--- config.mk ---
export PLATFORM = sky130hd
export DESIGN_NAME = acsi_top
export DESIGN_NICKNAME = d
export VERILOG_FILES = /design/src/rtl/acsi_pkg.sv /design/src/rtl/acsi_top.sv
export VERILOG_INCLUDE_DIRS = /design/src /design/src/rtl
export SDC_FILE = /design/constraint.sdc
export NUM_CORES = 1
export LEC_CHECK = 0
export CORE_UTILIZATION = 45
export DETAILED_ROUTE_END_ITERATION = 7
export DONT_BUFFER_PORTS = 1
export HOLD_SLACK_MARGIN = 0.08
export PLACE_DENSITY_LB_ADDON = 0.3
export SLEW_MARGIN = 15
export SYNTH_ARGS = -nofsm -noshare
export SYNTH_HDL_FRONTEND = slang
export SYNTH_SLANG_ARGS = --single-unit
--- constraint.sdc ---
create_clock -name CORE_CLK -period 3.3 [get_ports CORE_CLK]
set_input_delay 0 -clock CORE_CLK [delete_from_list [all_inputs] [get_ports CORE_CLK]]
set_output_delay 0 -clock CORE_CLK [all_outputs]
set_load 0.01 [all_outputs]
--- src/rtl/acsi_consts.svh ---
// constants for the async serial comm interface
// assumes a single 200 MHz core clock and a byte-wide register port
`ifndef ACSI_CONSTS_SVH
`define ACSI_CONSTS_SVH
`define ACSI_ADDR_BAUD 8'h0D
`define ACSI_ADDR_FMT 8'h0E
`define ACSI_ADDR_CTL 8'h0F
`define ACSI_ADDR_STAT 8'h10
`define ACSI_ADDR_DATA 8'h11
`define ACSI_RST_BAUD 8'h00
`define ACSI_RST_FMT 8'h00
`define ACSI_RST_CTL 8'h00
`define ACSI_OVS_LAST 4'hF
`define ACSI_OVS_MID 4'h7
`define ACSI_OVS_S1 4'h6
`define ACSI_OVS_S3 4'h8
`define ACSI_BITS8 4'h9
`define ACSI_BITS9 4'hA
`define ACSI_PRE1 7'h00
`define ACSI_PRE3 7'h02
`define ACSI_PRE4 7'h03
`define ACSI_PRE13 7'h0C
`endif

--- src/rtl/acsi_pkg.sv ---
// types for the async serial comm interface
// assumes acsi_consts.svh supplies all numeric constants
package acsi_pkg;
    typedef enum logic [1:0] {
        ACSI_IDLE = 2'h0,
        ACSI_START = 2'h1,
        ACSI_DATA = 2'h3,
        ACSI_STOP = 2'h2
    } acsi_state_e;
    typedef struct packed {
        logic tx_empty_irq_en;
        logic tx_done_irq_en;
        logic rx_full_irq_en;
        logic idle_irq_en;
        logic tx_on;
        logic rx_on;
        logic rx_sleep;
        logic send_break;
    } acsi_ctl_s;
    typedef struct packed {
        logic tx_buffer_empty;
        logic tx_done_flag;
        logic rx_buffer_full;
        logic idle;
        logic overrun;
        logic noise_flag;
        logic framing_error_flag;
        logic rsvd;
    } acsi_stat_s;
endpackage

--- src/rtl/acsi_top.sv ---
// async serial comm interface: transmitter, receiver, registers
// assumes a byte register port on CORE_CLK; RXD is asynchronous
// How it works
// RULE1: data address writes the transmit buffer, reads the receive buffer
// RULE2: each direction has a holding buffer beside its shifter
// RULE3: format bit set gives nine data bits, clear gives eight
// RULE4: line high is one, low is zero
// RULE5: line rests high when idle
// RULE6: every character opens with a low start bit
// RULE7: data bits go least significant first after the start bit
// RULE8: each character ends with a high stop bit
// RULE9: break is a low level of ten or eleven bit times
// RULE10: transmit enables gate buffer-empty and done flags to interrupt
// RULE11: receive enable gates full and overrun; idle enable gates idle
// RULE12: status holds two transmit flags and five receive flags
// RULE13: overrun, noise and framing errors are separate flags
// RULE14: receive buffer full sits in status bit 5
// RULE15: transmit buffer empty sits in status bit 7
// RULE16: writing 0x0C to control turns on transmitter and receiver only
// RULE17: transmitter-on and receiver-on bits enable each direction
// RULE18: software leaves sleep and break clear at setup
// RULE19: software sets divider, then format, then control
// RULE20: completed character moves to buffer; unread buffer means overrun
// RULE21: transmit flags are set by hardware and readable any time
// RULE22: receiver samples the line at sixteen times the bit rate
// RULE23: rate is prescale 1,3,4,13 then power of two up to 128
// RULE24: send-break sends all-zero characters including stop position
// RULE25: idle flag sets after a full character of high line
//
// Strobed register access was chosen for this implementation.
`timescale 1ns/1ps
`include "acsi_consts.svh"
`default_nettype none
module acsi_top (
    // clock and reset
    input wire logic CORE_CLK,
    input wire logic RSTN,
    // register port
    input wire logic [7:0] ADDR,
    input wire logic [7:0] WDATA,
    input wire logic WR,
    input wire logic RD,
    output logic [7:0] RDATA,
    // serial line
    input wire logic RXD,
    output logic TXD,
    // interrupt request
    output logic IRQ
);
    logic [7:0] baud;
    logic [7:0] fmt;
    acsi_pkg::acsi_ctl_s ctl;
    acsi_pkg::acsi_stat_s stat;
    logic [6:0] pre_cnt;
    logic [6:0] div_cnt;
    logic ovs_tick;
    logic [3:0] tx_ph;
    logic tx_bit_tick;
    logic [8:0] tx_hold;
    logic tx_empty;
    logic tx_done;
    logic [10:0] tx_shift;
    logic [3:0] tx_left;
    logic tx_busy;
    logic rx_s1, rx_s2;
    acsi_pkg::acsi_state_e rx_st;
    logic [3:0] rx_ph;
    logic [3:0] rx_idx;
    logic [8:0] rx_shift;
    logic [2:0] rx_smp;
    logic rx_nz;
    logic [8:0] rx_buf;
    logic rx_full, rx_idle, rx_over, rx_noise, rx_ferr;
    logic rx_seen;
    logic [3:0] idle_bits;
    logic [3:0] idle_ph;
    // decode
    wire nine = fmt[4]; // [RULE3]
    wire [3:0] n_bits = nine ? `ACSI_BITS9 : `ACSI_BITS8;
    wire wr_baud = WR && ADDR == `ACSI_ADDR_BAUD;
    wire wr_fmt = WR && ADDR == `ACSI_ADDR_FMT;
    wire wr_ctl = WR && ADDR == `ACSI_ADDR_CTL;
    wire wr_data = WR && ADDR == `ACSI_ADDR_DATA; // [RULE1]
    wire rd_stat = RD && ADDR == `ACSI_ADDR_STAT;
    wire rd_data = RD && ADDR == `ACSI_ADDR_DATA; // [RULE1]
    wire rx_end_bit = ovs_tick && rx_ph == `ACSI_OVS_LAST;
    wire rx_done_w = rx_st == acsi_pkg::ACSI_STOP && rx_end_bit;
    wire rx_sleep_w = ctl.rx_sleep;
    // prescaler and power-of-two divider give the 16x tick
    function automatic logic [6:0] pre_last(input logic [1:0] sel);
        case (sel)
            2'h0: pre_last = `ACSI_PRE1;
            2'h1: pre_last = `ACSI_PRE3;
            2'h2: pre_last = `ACSI_PRE4;
            default: pre_last = `ACSI_PRE13;
        endcase
    endfunction
    wire pre_tick = pre_cnt >= pre_last(baud[5:4]); // [RULE23]
    wire [6:0] div_last = 7'((8'h01 << baud[2:0]) - 8'h01); // [RULE23]
    wire ovs_hit = pre_tick && div_cnt >= div_last;
    always_ff @(posedge CORE_CLK or negedge RSTN) begin
        if (!RSTN) begin
            pre_cnt <= 7'h00;
            div_cnt <= 7'h00;
            ovs_tick <= 1'b0;
        end else begin
            pre_cnt <= pre_tick ? 7'h00 : pre_cnt + 7'h01;
            if (pre_tick)
                div_cnt <= ovs_hit ? 7'h00 : div_cnt + 7'h01;
            ovs_tick <= ovs_hit;
        end
    end
    // transmit bit tick: every sixteenth oversample tick
    always_ff @(posedge CORE_CLK or negedge RSTN) begin
        if (!RSTN) begin
            tx_ph <= 4'h0;
        end else if (ovs_tick) begin
            tx_ph <= tx_ph + 4'h1;
        end
    end
    assign tx_bit_tick = ovs_tick && tx_ph == `ACSI_OVS_LAST;
    // registers
    always_ff @(posedge CORE_CLK or negedge RSTN) begin
        if (!RSTN) begin
            baud <= `ACSI_RST_BAUD;
            fmt <= `ACSI_RST_FMT;
            ctl <= `ACSI_RST_CTL;
        end else begin
            if (wr_baud)
                baud <= WDATA;
            if (wr_fmt)
                fmt <= {fmt[7], WDATA[6:0]};
            // ninth bit follows the buffer: dropped frames leave it alone
            if (rx_done_w && !rx_full && !rx_sleep_w)
                fmt[7] <= rx_shift[8]; // [RULE3]
            if (wr_ctl)
                ctl <= WDATA; // [RULE16] [RULE17]
        end
    end
    // transmitter
    wire tx_load = ctl.tx_on && !tx_busy && tx_bit_tick
        && (!tx_empty || ctl.send_break);
    wire [10:0] tx_frame = ctl.send_break ? 11'h000 // [RULE24] [RULE9]
        : nine ? {1'b1, fmt[6], tx_hold[7:0], 1'b0} // [RULE6] [RULE8]
        : {2'b11, tx_hold[7:0], 1'b0};
    always_ff @(posedge CORE_CLK or negedge RSTN) begin
        if (!RSTN) begin
            tx_hold <= 9'h000;
            tx_empty <= 1'b1;
            tx_done <= 1'b1;
            tx_shift <= 11'h7FF;
            tx_left <= 4'h0;
            tx_busy <= 1'b0;
            TXD <= 1'b1; // [RULE5]
        end else begin
            if (wr_data) begin
                tx_hold <= {1'b0, WDATA}; // [RULE2]
                tx_empty <= 1'b0;
                tx_done <= 1'b0;
            end else if (tx_load && !ctl.send_break) begin
                tx_empty <= 1'b1; // [RULE21]
            end
            if (tx_load) begin
                tx_shift <= tx_frame;
                // count ends on the stop slot so a break is one character
                tx_left <= n_bits; // [RULE9]
                tx_busy <= 1'b1;
                TXD <= tx_frame[0];
            end else if (tx_busy && tx_bit_tick) begin
                tx_shift <= {1'b1, tx_shift[10:1]}; // [RULE7]
                TXD <= tx_left == 4'h0 ? 1'b1 : tx_shift[1]; // [RULE4]
                tx_left <= tx_left - 4'h1;
                if (tx_left == 4'h0) begin
                    tx_busy <= 1'b0;
                    if (tx_empty && !wr_data)
                        tx_done <= 1'b1; // [RULE21]
                end
            end else if (!tx_busy) begin
                TXD <= 1'b1; // [RULE5]
            end
        end
    end
    // receiver input synchroniser
    always_ff @(posedge CORE_CLK or negedge RSTN) begin
        if (!RSTN) begin
            rx_s1 <= 1'b1;
            rx_s2 <= 1'b1;
        end else begin
            rx_s1 <= RXD;
            rx_s2 <= rx_s1;
        end
    end
    // majority of three middle samples; disagreement flags noise
    wire [1:0] votes = 2'(rx_smp[0]) + 2'(rx_smp[1]) + 2'(rx_smp[2]);
    wire bit_val = votes >= 2'h2;
    wire bit_noisy = votes != 2'h0 && votes != 2'h3;
    always_ff @(posedge CORE_CLK or negedge RSTN) begin
        if (!RSTN) begin
            rx_st <= acsi_pkg::ACSI_IDLE;
            rx_ph <= 4'h0;
            rx_idx <= 4'h0;
            rx_shift <= 9'h000;
            rx_smp <= 3'h7;
            rx_nz <= 1'b0;
        end else if (!ctl.rx_on) begin
            rx_st <= acsi_pkg::ACSI_IDLE; // [RULE17]
        end else if (ovs_tick) begin // [RULE22]
            rx_ph <= rx_ph + 4'h1;
            if (rx_ph >= `ACSI_OVS_S1 && rx_ph <= `ACSI_OVS_S3)
                rx_smp <= {rx_s2, rx_smp[2:1]};
            case (rx_st)
                acsi_pkg::ACSI_IDLE: begin
                    rx_ph <= 4'h0;
                    rx_nz <= 1'b0;
                    if (!rx_s2)
                        rx_st <= acsi_pkg::ACSI_START; // [RULE6]
                end
                acsi_pkg::ACSI_START: begin
                    if (rx_ph == `ACSI_OVS_MID && rx_s2)
                        rx_st <= acsi_pkg::ACSI_IDLE;
                    else if (rx_ph == `ACSI_OVS_LAST) begin
                        rx_st <= acsi_pkg::ACSI_DATA;
                        rx_idx <= 4'h0;
                    end
                end
                acsi_pkg::ACSI_DATA: begin
                    if (rx_ph == `ACSI_OVS_LAST) begin
                        rx_shift <= nine // [RULE7]
                            ? {bit_val, rx_shift[8:1]}
                            : {1'b0, bit_val, rx_shift[7:1]};
                        rx_nz <= rx_nz | bit_noisy;
                        rx_idx <= rx_idx + 4'h1;
                        if (rx_idx == n_bits - 4'h2)
                            rx_st <= acsi_pkg::ACSI_STOP;
                    end
                end
                acsi_pkg::ACSI_STOP: begin
                    if (rx_ph == `ACSI_OVS_LAST)
                        rx_st <= acsi_pkg::ACSI_IDLE;
                end
                default: rx_st <= acsi_pkg::ACSI_IDLE;
            endcase
        end
    end
    // receive buffer and flags; a set wins over the read clear
    always_ff @(posedge CORE_CLK or negedge RSTN) begin
        if (!RSTN) begin
            rx_buf <= 9'h000;
            rx_full <= 1'b0;
            rx_over <= 1'b0;
            rx_noise <= 1'b0;
            rx_ferr <= 1'b0;
        end else begin
            if (rd_data)
                rx_full <= 1'b0;
            if (rd_data)
                rx_over <= 1'b0;
            if (rd_data)
                rx_noise <= 1'b0;
            if (rd_data)
                rx_ferr <= 1'b0;
            if (rx_done_w && !rx_sleep_w) begin
                if (rx_full) begin
                    rx_over <= 1'b1; // [RULE20] [RULE13]
                end else begin
                    rx_buf <= rx_shift; // [RULE2] [RULE20]
                    rx_full <= 1'b1;
                    rx_noise <= rx_nz | bit_noisy; // [RULE13]
                    rx_ferr <= !bit_val; // [RULE8] [RULE13]
                end
            end
        end
    end
    // idle line: a full character of high after activity
    always_ff @(posedge CORE_CLK or negedge RSTN) begin
        if (!RSTN) begin
            rx_idle <= 1'b0;
            rx_seen <= 1'b0;
            idle_bits <= 4'h0;
            idle_ph <= 4'h0;
        end else begin
            if (rd_stat && rx_idle)
                rx_idle <= 1'b0;
            if (rx_st != acsi_pkg::ACSI_IDLE || !rx_s2) begin
                rx_seen <= 1'b1;
                idle_bits <= 4'h0;
                idle_ph <= 4'h0;
            end else if (ovs_tick && rx_seen) begin
                idle_ph <= idle_ph + 4'h1;
                if (idle_ph == `ACSI_OVS_LAST) begin
                    idle_bits <= idle_bits + 4'h1;
                    if (idle_bits == n_bits) begin
                        rx_idle <= 1'b1; // [RULE25]
                        rx_seen <= 1'b0;
                    end
                end
            end
        end
    end
    // status and read path
    always_comb begin
        stat = '0;
        stat.tx_buffer_empty = tx_empty; // [RULE15] [RULE12]
        stat.tx_done_flag = tx_done; // [RULE12]
        stat.rx_buffer_full = rx_full; // [RULE14]
        stat.idle = rx_idle;
        stat.overrun = rx_over;
        stat.noise_flag = rx_noise;
        stat.framing_error_flag = rx_ferr;
    end
    wire [7:0] rd_mux = ADDR == `ACSI_ADDR_BAUD ? baud
        : ADDR == `ACSI_ADDR_FMT ? fmt
        : ADDR == `ACSI_ADDR_CTL ? ctl
        : ADDR == `ACSI_ADDR_STAT ? stat
        : ADDR == `ACSI_ADDR_DATA ? rx_buf[7:0]
        : 8'h00;
    always_ff @(posedge CORE_CLK or negedge RSTN) begin
        if (!RSTN)
            RDATA <= 8'h00;
        else if (RD)
            RDATA <= rd_mux;
    end
    // single request line; no controller of its own
    always_ff @(posedge CORE_CLK or negedge RSTN) begin
        if (!RSTN)
            IRQ <= 1'b0;
        else
            IRQ <= (ctl.tx_empty_irq_en && tx_empty) // [RULE10]
                || (ctl.tx_done_irq_en && tx_done) // [RULE10]
                || (ctl.rx_full_irq_en && (rx_full || rx_over)) // [RULE11]
                || (ctl.idle_irq_en && rx_idle); // [RULE11]
    end
endmodule // acsi_top
`default_nettype wire

==> out/metrics.yaml, run 1 <==
setup_path:
  rrSetupSlack_ps: 900
  cpPeakStageDelay_ps: 460
  crit_fanout: 9
  critPathCaptureType: "flip-flop"
  critPathKind: "flip-flop to flip-flop"
  worst_r2r_startpoint: "baud[2]"
  required_ps: 3600
  crit_chain: "or3_1 -> ha_1 -> nand2b_1 -> a31oi_1 -> o221ai_1 -> and2b_4 -> a2bb2o_1"
  crit_start: "baud[2]"
  cp-start-kind: "flip-flop"
  crit_arrival_ps: 2700
  crit_slowest_cell: "dfrtp_1"
floorplan:
  fp.dieH_um: 118.8
  die_w_um: 118.8
  coreArea_sq_um: 13300
  die_area_sq_um: 14110
  start_util: 0.4615
  ios: 31
  fp-row-count: 42
sta:
  finalCritPeriodShare: 0.7275
  rsz0062_at_grt: "no"
  setup_viol: 0
  hold_viol_final: 0
  period_needed_ps: 2401
  drv_slew: 0
  relSlewSlack: 0.4567
  fin_setup_tns_ps: 0
  finalClockSkew_ps: 6.904
  fmax_mhz: 416.6
  tightest_slew_ps: 813.2
route:
  first_pass_iters: 4
  antenna_left: 0
  initialDrtViolationCount: 217
  dr_total_vias: 4280
  drcViolationCount: 0
  wl_um: 12810
  viasPerCell: 5.523
  post_drt_wl_per_cell_um: 16.53
synth:
  syn_area_per_cell_sq_um: 10.96
  ys_seq_area_frac: 0.5135
  netlist_instances: 560
  synth_top_cell_by_area: "dfrtp_1"
  synth.area.top_cells: "dfrtp_1 (44%), dfstp_2 (7.7%), mux2_2 (6.8%)"
  ys_warn_count: 0
  synth_edf_count: 0
  synth-seq-cells: 125
  ys.flop_type: "dfrtp_1"
  synthArstFlopShare: 1.000
  synth_cell_types: 67
  netlist_area_sq_um: 6136
  synth.top_cell.area_share: 0.4364
run:
  drv_cap: 0
finish:
  num-fill-cells: 1141
  postLayoutCellArea_sq_um: 7136
  nets: 630
  drive_above_1_share: 0.1886
  area_delta_synth_final_pct: 16.29
  layout.cells.non_filler: 775
  layout_common_cells: "dfrtp_1 (107), nand2_1 (87), o21ai_0 (54), mux2_2 (37), nor2_1 (28)"
  final_common_cell: "dfrtp_1"
  diodes: 0
clock_tree:
  clock-root-buffer: "clkbuf_16"
  cts_buffer_depth: 2
  h-tree-depth: 4
  clk_latency_ps: 420
  cts_made_buffers: 17
  post_cts_resized: 0
  clkSinkCount: 125
  clkTransAtPathRegs_ps: 50
  cts_tree: "done"
hold_path:
  worstHoldStart: "ADDR[1]"
  hold_class: "input pin to flip-flop"
global_routing:
  grt_max_degree: 126
  track_usage: 0.1993
  grt_overflow: 0
  grt_pass1_vias: 4412
  antenna_found_initial: 0
  grt_pass1_wl_um: 21790
place:
  dp_hpwl_um: 8483
  globalplace.congestion: 0.8103
  port_buffers: 0
  placed_cells: 719
  placed_area_sq_um: 6257
power:
  power_density_nw_per_um2: 601.5
  p_int_uw: 3260
  p_leak_uw: 0.003275
  vdd_drop_max_uv: 381.7
  pwr-share-seq: 0.431
  p_comb_frac: 0.111
  clkPwrFrac: 0.458
  switching_share: 0.2406
  power.switching_uw: 1033
run_status:
  status: "finished clean"
==> path summary, 6_finish.rpt <==
kind / endpoint / cells past startpoint
worst min-delay path: RDATA[0] / 4
worst min register to register: rx_s2 / 0
min in group asynchronous: div_cnt[3] / 2
worst max register to register: div_cnt[1] / 7
worst max-delay path: div_cnt[1] / 7
max in group asynchronous: rx_shift[8] / 2
==> cells in the mapped netlist, types with 7 or more instances <==
master and number:
o21ai_0 54, a21oi_1 13, nor2b_1 7, a2bb2oi_1 9, xor2_1 8, a22o_1 8, mux2_4 7, dfstp_2 18
nand2_1 87, mux2i_1 9, ha_1 22, mux2_2 37, nand3_1 10, dfrtp_1 107, xnor2_1 8, nor2_1 28
inv_1 16
==> per-layer routing <==
layer | routed length, um | global-route usage
met2 | 6509 | 0.3235
met3 | 460 | 0.06081
met4 | 212 | 0.06646
met5 | 0 | 0
met1 | 5629 | 0.2527
==> metrics by stage <==
step	hold slack (ps)	setup WS (ps)	util	total power (uW)
after floorplan	-295.6	1070	-	2191
after detailed placement	-287.6	928.1	0.4706	2280
after CTS	82.89	893.3	0.5367	4336
after global placement	-288.2	1013	0.4706	2251
after global routing	106.8	793.9	0.5367	4488
final	95.06	899.4	0.5367	4292
==> kinds of logic after synthesis <==
logic type | count (synthesis) | share of synthesized area
AO/OA/AOI/OAI | 119 | 0.1236
XOR/XNOR | 16 | 0.02284
adder cells (fa/ha/maj) | 23 | 0.04812
buffers and inverters | 35 | 0.02773
flip-flops | 125 | 0.5135
multiplexers | 53 | 0.09972
other | 1 | 0.0006112
AND/OR/NAND/NOR | 188 | 0.1639
==> cell type report <==
cell class,instances,area [sq um],share of cell area
clock buffers,25,485.5,0.06803
clock inverters,7,135.1,0.01894
inverters,16,60.06,0.008417
multi-input cells,401,2819,0.3951
flip-flops and latches,125,3151,0.4415
well taps,176,220.2,0.03086
repair buffers,25,265.3,0.03717
==> power groups by stage <==
stage               Combinational [uW]  Clock (uW)  Sequential, uW
floorplan                          369           0            1820
finish                             478        1970            1850
CTS                                486        2000            1850
detailed placement                 410           0            1870
global route                       548        2070            1870
global placement                   386           0            1870
==> critical path, delay by kind of cell (launching register included) <==
kind | cells | cell delay [ps]
and+or+nand+nor | 3 | 790
AOI/OAI and AO/OA | 3 | 760
adders and majority gates | 1 | 280
DFF | 1 | 460
==> sequential cells by signal (all words and copies together), names as in the netlist, 7 cells and up <==
signal    flops
fmt           8
tx_shift     10
tx_hold       8
ctl           7
pre_cnt       7
rx_shift      9
RDATA         8
baud          8
rx_buf        8
div_cnt       7
==> what timing repair did <==
item                       4_1_cts  5_1_grt
setup buffers                    0        0
hold buffers                    24        0
hold endpoints to repair       172        0
setup endpoints to repair        0        0
No activity file was read; power rests on OpenSTA's default activity.
==> inputs of run 2 (changes only) <==
==> constraint.sdc (replaced) <==
create_clock -name CORE_CLK -period 2.4 [get_ports CORE_CLK]
set_input_delay 0 -clock CORE_CLK [delete_from_list [all_inputs] [get_ports CORE_CLK]]
set_output_delay 0 -clock CORE_CLK [all_outputs]
set_load 0.01 [all_outputs]
==> out/metrics.yaml, run 2 (synthesis gave the netlist of run 1 again) <==
global_routing:
  grt_max_degree: 126  # unchanged
  antenna_found_initial: 0  # unchanged
  grt_pass1_vias: 4346  # was 4412
  track_usage: 0.1968  # was 0.1993
  grt_pass1_wl_um: 21490  # was 21790 um
  grt_overflow: 0  # unchanged
setup_path:
  cpPeakStageDelay_ps: 430  # was 460 ps
  crit_slowest_cell: "o221ai_1"  # was dfrtp_1
  crit_fanout: 7  # was 9
  crit_chain: "or3_1 -> ha_1 -> nand2b_1 -> a31oi_1 -> o221ai_1 -> and2b_4 -> a2bb2o_1"  # unchanged
  required_ps: 2700  # was 3600 ps
  critPathCaptureType: "flip-flop"  # unchanged
  crit_arrival_ps: 2600  # was 2700 ps
  cp-start-kind: "flip-flop"  # unchanged
  critPathKind: "flip-flop to flip-flop"  # unchanged
sta:
  period_needed_ps: 2309  # was 2401 ps
  setup_viol: 0  # unchanged
  timing.hold.ws_ps: -721.3  # was 95.06 ps
  fmax_mhz: 433.2  # was 416.6 MHz
  tightest_slew_ps: 737.0  # was 813.2 ps
  setup_ws_ps: 91.50  # was 899.4 ps
  hold_viol_final: 125  # was 0
  finalCritPeriodShare: 0.9619  # was 0.7275
  fin_setup_tns_ps: 0  # unchanged
  relSlewSlack: 0.5070  # was 0.4567
  rsz0062_at_grt: "no"  # unchanged
  finalClockSkew_ps: 15.01  # was 6.904 ps
  drv_slew: 0  # unchanged
clock_tree:
  h-tree-depth: 4  # unchanged
  cts_made_buffers: 17  # unchanged
  cts_tree: "done"  # unchanged
  ctsHoldBuffers: 23  # was 24
  clock-root-buffer: "clkbuf_16"  # unchanged
  post_cts_buffers: 0  # unchanged
  cts_buffer_depth: 2  # unchanged
  clkTransAtPathRegs_ps: 50  # about the same
  clkSinkCount: 125  # unchanged
  clk_latency_ps: 430  # was 420 ps
finish:
  regMostFlops: "tx_shift"  # unchanged
  layout_common_cells: "dfrtp_1 (107), nand2_1 (87), o21ai_0 (53), mux2_2 (37), nor2_1 (28)"  # was dfrtp_1 (107), nand2_1 (87), o21ai_0 (54), mux2_2 (37), nor2_1 (28)
  layout.cells.non_filler: 781  # was 775
  area_delta_synth_final_pct: 16.60  # was 16.29%
  diodes: 0  # unchanged
  top_regs: "tx_shift: 10 flops, rx_shift: 9 flops"  # unchanged
  final_common_cell: "dfrtp_1"  # unchanged
  nets: 636  # was 630
  largest_reg_flops: 10  # unchanged
  drive_above_1_share: 0.1983  # was 0.1886
place:
  port_buffers: 0  # unchanged
  globalplace.congestion: 0.8100  # was 0.8103
  pre_cts_slack_ps: 9.455  # was 928.1 ps
  dp_hpwl_um: 8464  # was 8483 um
  placed_cells: 726  # was 719
floorplan:
  die_area_sq_um: 14110  # unchanged
  fp-row-count: 42  # unchanged
  coreArea_sq_um: 13300  # unchanged
  ios: 31  # unchanged
  fp.dieH_um: 118.8  # unchanged
  die_w_um: 118.8  # unchanged
  start_util: 0.4615  # unchanged
run_status:
  violations: "hold timing"
  status: "finished, violations left"  # was finished clean
hold_path:
  hold_class: "input pin to async pin"  # was input pin to flip-flop
route:
  viasPerCell: 5.448  # was 5.523
  first_pass_iters: 7  # was 4
  dr_total_vias: 4255  # was 4280
  post_drt_wl_per_cell_um: 16.24  # was 16.53 um
  initialDrtViolationCount: 254  # was 217
  wl_um: 12690  # was 12810 um
  drcViolationCount: 0  # unchanged
  antenna_left: 0  # unchanged
run:
  drv_cap: 0  # unchanged
power:
  power_density_nw_per_um2: 813.0  # was 601.5 nW/um^2
  p_leak_uw: 0.003298  # was 0.003275 uW
  total_power_uw: 5816  # was 4292 uW
  vdd_drop_max_uv: 524.8  # was 381.7 uV
-- run 2: layout make-up --
type,count,area [sq um]
fill,1146,6141
sequential,125,3151
multi-input combinational,401,2819
clock buffer,26,509.2
timing repair buffer,31,290.3
tap,176,220.2
clock inverter,6,105.1
inverter,16,60.06
-- run 2: layer usage --
metal  vias to the layer above  track usage  wire length, um
met3                        19      0.05792              427
met5                         -            0                0
met1                      2115       0.2487             5851
met2                        66       0.3169             6161
met4                         0      0.07674              246
li1                       2055            -                -
-- run 2: critical path, delay by kind of cell (launching register included) --
| kind | cells | cell delay [ps] |
|---|---|---|
| AOI/OAI and AO/OA | 3 | 790 |
| adders and majority gates | 1 | 270 |
| DFF | 1 | 370 |
| and+or+nand+nor | 3 | 750 |
-- run 2: repair_timing --
action / in CTS / in global routing
resized for setup: 1 / 0
endpoints found under the setup margin: 2 / 0
endpoints found under the hold margin: 172 / 125
-- run 2: worst paths after layout --
kind | startpoint | end | slack [ps] | cells after the start
setup / recovery | baud[2] | div_cnt[1] | 90 | 7
hold / removal | RSTN | div_cnt[3] | -720 | 0
setup reg to reg | baud[2] | div_cnt[1] | 90 | 7
hold reg to reg | rx_s1 | rx_s2 | 360 | 0
max in group asynchronous | RSTN | rx_smp[0] | 2840 | 0
min in group CORE_CLK | ADDR[0] | RDATA[3] | 110 | 5
-- run 2: power breakdown --
| group | leakage [uW] | switching, uW | internal (uW) |
|---|---|---|---|
| Combinational | 0.00137 | 311 | 331 |
| Sequential | 0.00162 | 193 | 2350 |
| Clock | 0.000304 | 871 | 1760 |
| Total | 0.00330 | 1370 | 4440 |
-- run 2: stage by stage --
step | hold slack, ps | util | instance area (sq um)
after global placement | -288.1 | 0.4746 | 6310
final | -721.3 | 0.5381 | 7154
after floorplan | -295.6 | - | 6140
after CTS | -740.8 | 0.5381 | 7154
after detailed placement | -287.7 | 0.4746 | 6310
after global routing | -749.4 | 0.5381 | 7154
==> inputs of run 3 (changes only) <==
--- a/config.mk
+++ b/config.mk
@@ -6,6 +6,7 @@
 export SDC_FILE = /design/constraint.sdc
 export NUM_CORES = 1
 export LEC_CHECK = 0
+export CAP_MARGIN = 20
 export CORE_UTILIZATION = 45
 export DETAILED_ROUTE_END_ITERATION = 7
 export DONT_BUFFER_PORTS = 1
==> constraint.sdc (replaced) <==
create_clock -name CORE_CLK -period 2.2 [get_ports CORE_CLK]
set_input_delay 0 -clock CORE_CLK [delete_from_list [all_inputs] [get_ports CORE_CLK]]
set_output_delay 0 -clock CORE_CLK [all_outputs]
set_load 0.01 [all_outputs]
==> out/metrics.yaml, run 3 (synthesis gave the netlist of run 1 again) <==
route:
  post_drt_wl_per_cell_um: 16.37  # was 16.24 um
  drcViolationCount: 0  # unchanged
  wl_um: 12860  # was 12690 um
  antenna_left: 0  # unchanged
  first_pass_iters: 4  # was 7
  dr_total_vias: 4271  # was 4255
  initialDrtViolationCount: 203  # was 254
  viasPerCell: 5.434  # was 5.448
power:
  pwr-share-seq: 0.444  # was 0.437
  switching_share: 0.2422  # was 0.2363
  clkPwrFrac: 0.433  # was 0.453
  p_int_uw: 4705  # was 4442 uW
  p_leak_uw: 0.003317  # was 0.003298 uW
  power_density_nw_per_um2: 862.8  # was 813.0 nW/um^2
  power.switching_uw: 1504  # was 1374 uW
  p_comb_frac: 0.123  # was 0.110
  vdd_drop_max_uv: 612.3  # was 524.8 uV
  total_power_uw: 6208  # was 5816 uW
place:
  dp_hpwl_um: 8645  # was 8464 um
  globalplace.congestion: 0.8154  # was 0.8100
  placed_area_sq_um: 6354  # was 6310 sq um
  port_buffers: 0  # unchanged
  pre_cts_slack_ps: -26.23  # was 9.455 ps
finish:
  area_delta_synth_final_pct: 17.27  # was 16.60%
  largest_reg_flops: 10  # unchanged
  top_regs: "tx_shift: 10 flops, rx_shift: 9 flops"  # unchanged
  regMostFlops: "tx_shift"  # unchanged
  drive_above_1_share: 0.2131  # was 0.1983
  fin_util: 0.5412  # was 0.5381
  final_common_cell: "dfrtp_1"  # unchanged
  num-fill-cells: 1126  # was 1146
  nets: 641  # was 636
  postLayoutCellArea_sq_um: 7196  # was 7154 sq um
  layout_common_cells: "dfrtp_1 (107), nand2_1 (87), o21ai_0 (53), mux2_2 (37), nor2_1 (28)"  # unchanged
  diodes: 0  # unchanged
floorplan:
  fp.dieH_um: 118.8  # unchanged
  die_area_sq_um: 14110  # unchanged
  die_w_um: 118.8  # unchanged
  coreArea_sq_um: 13300  # unchanged
  fp-row-count: 42  # unchanged
  start_util: 0.4615  # unchanged
  ios: 31  # unchanged
global_routing:
  track_usage: 0.1973  # was 0.1968
  grt_max_degree: 126  # unchanged
  antenna_found_initial: 0  # unchanged
  grt_pass1_wl_um: 21620  # was 21490 um
  grt_overflow: 0  # unchanged
  grt_pass1_vias: 4341  # was 4346
setup_path:
  crit_arrival_ps: 2430  # was 2600 ps
  required_ps: 2490  # was 2700 ps
  cp-start-kind: "flip-flop"  # unchanged
  critPathCaptureType: "flip-flop"  # unchanged
  crit_fanout: 7  # unchanged
  critPathKind: "flip-flop to flip-flop"  # unchanged
sta:
  hold_viol_final: 125  # unchanged
  relSlewSlack: 0.5051  # was 0.5070
  drv_slew: 0  # unchanged
  tightest_slew_ps: 742.4  # was 737.0 ps
  finalClockSkew_ps: 12.76  # was 15.01 ps
  rsz0062_at_grt: "yes"  # was no
  timing.hold.ws_ps: -716.5  # was -721.3 ps
  setup_viol: 0  # unchanged
  period_needed_ps: 2137  # was 2309 ps
  setup_ws_ps: 63.43  # was 91.50 ps
  finalCritPeriodShare: 0.9712  # was 0.9619
  fmax_mhz: 468.0  # was 433.2 MHz
clock_tree:
  clk_latency_ps: 420  # was 430 ps
  cts_made_buffers: 17  # unchanged
  cts_buffer_depth: 2  # unchanged
  clkTransAtPathRegs_ps: 50  # about the same
  cts_tree: "done"  # unchanged
  h-tree-depth: 4  # unchanged
  clock-root-buffer: "clkbuf_16"  # unchanged
  clkSinkCount: 125  # unchanged
  ctsHoldBuffers: 22  # was 23
run:
  drv_cap: 0  # unchanged
hold_path:
  hold_class: "input pin to async pin"  # unchanged
run_status:
  status: "finished, violations left"  # unchanged
  violations: "hold timing"  # unchanged
-- run 3: through the flow --
stage | setup TNS, ps | cells
2_1_floorplan | 0 | 561
3_3_place_gp | 0 | 731
3_5_place_dp | -53.92 | 731
4_1_cts | 0 | 785
5_1_grt | -102.7 | 786
6_report | 0 | 786
-- run 3: area by class of cell --
| class | instances | area, sq um | share of cell area |
|---|---|---|---|
| flip-flops and latches | 125 | 3151 | 0.4378 |
| multi-input cells | 401 | 2864 | 0.3980 |
| clock buffers | 25 | 485.5 | 0.06747 |
| repair buffers | 36 | 327.8 | 0.04556 |
| well taps | 176 | 220.2 | 0.03060 |
| clock inverters | 7 | 87.58 | 0.01217 |
| inverters | 16 | 60.06 | 0.008346 |
-- run 3: final timing paths --
check,from,end,slack (ps),cells after the start
max,baud[1],div_cnt[1],60,7
min,RSTN,div_cnt[4],-720,0
max reg2reg,baud[1],div_cnt[1],60,7
min reg2reg,rx_s1,rx_s2,350,0
max in group asynchronous,RSTN,rx_s1,2660,0
min in group CORE_CLK,ADDR[2],RDATA[6],110,4
-- run 3: critical path: stages, from the launching register on --
cell	delay (ps)
dfrtp_1	390
or3_4	390
ha_4	270
nand2b_1	100
a31oi_2	120
o221ai_4	240
and2b_4	250
a2bb2o_1	270
-- run 3: repair_timing --
| item | in CTS | in global routing |
|---|---|---|
| resized for setup | 1 | 6 |
| endpoints found under the hold margin | 172 | 125 |
| setup buffers | 0 | 1 |
| pin swaps | 1 | 1 |
| setup endpoints to repair | 3 | 9 |
-- run 3: power by group through the flow --
stage          registers [uW]  clock network, uW  logic (uW)
2_1_floorplan            2730                  0         560
3_3_place_gp             2780                  0         630
3_5_place_dp             2780                  0         669
4_1_cts                  2750               2740         724
5_1_grt                  2780               2850         864
6_report                 2760               2690         764
-- run 3: per-layer routing --
layer	wire, um	share of wire	GRT usage
met3	481	0.037	0.05405
met5	0	0	0
met2	6433	0.50	0.3231
met1	5775	0.45	0.2505
met4	172	0.013	0.06962
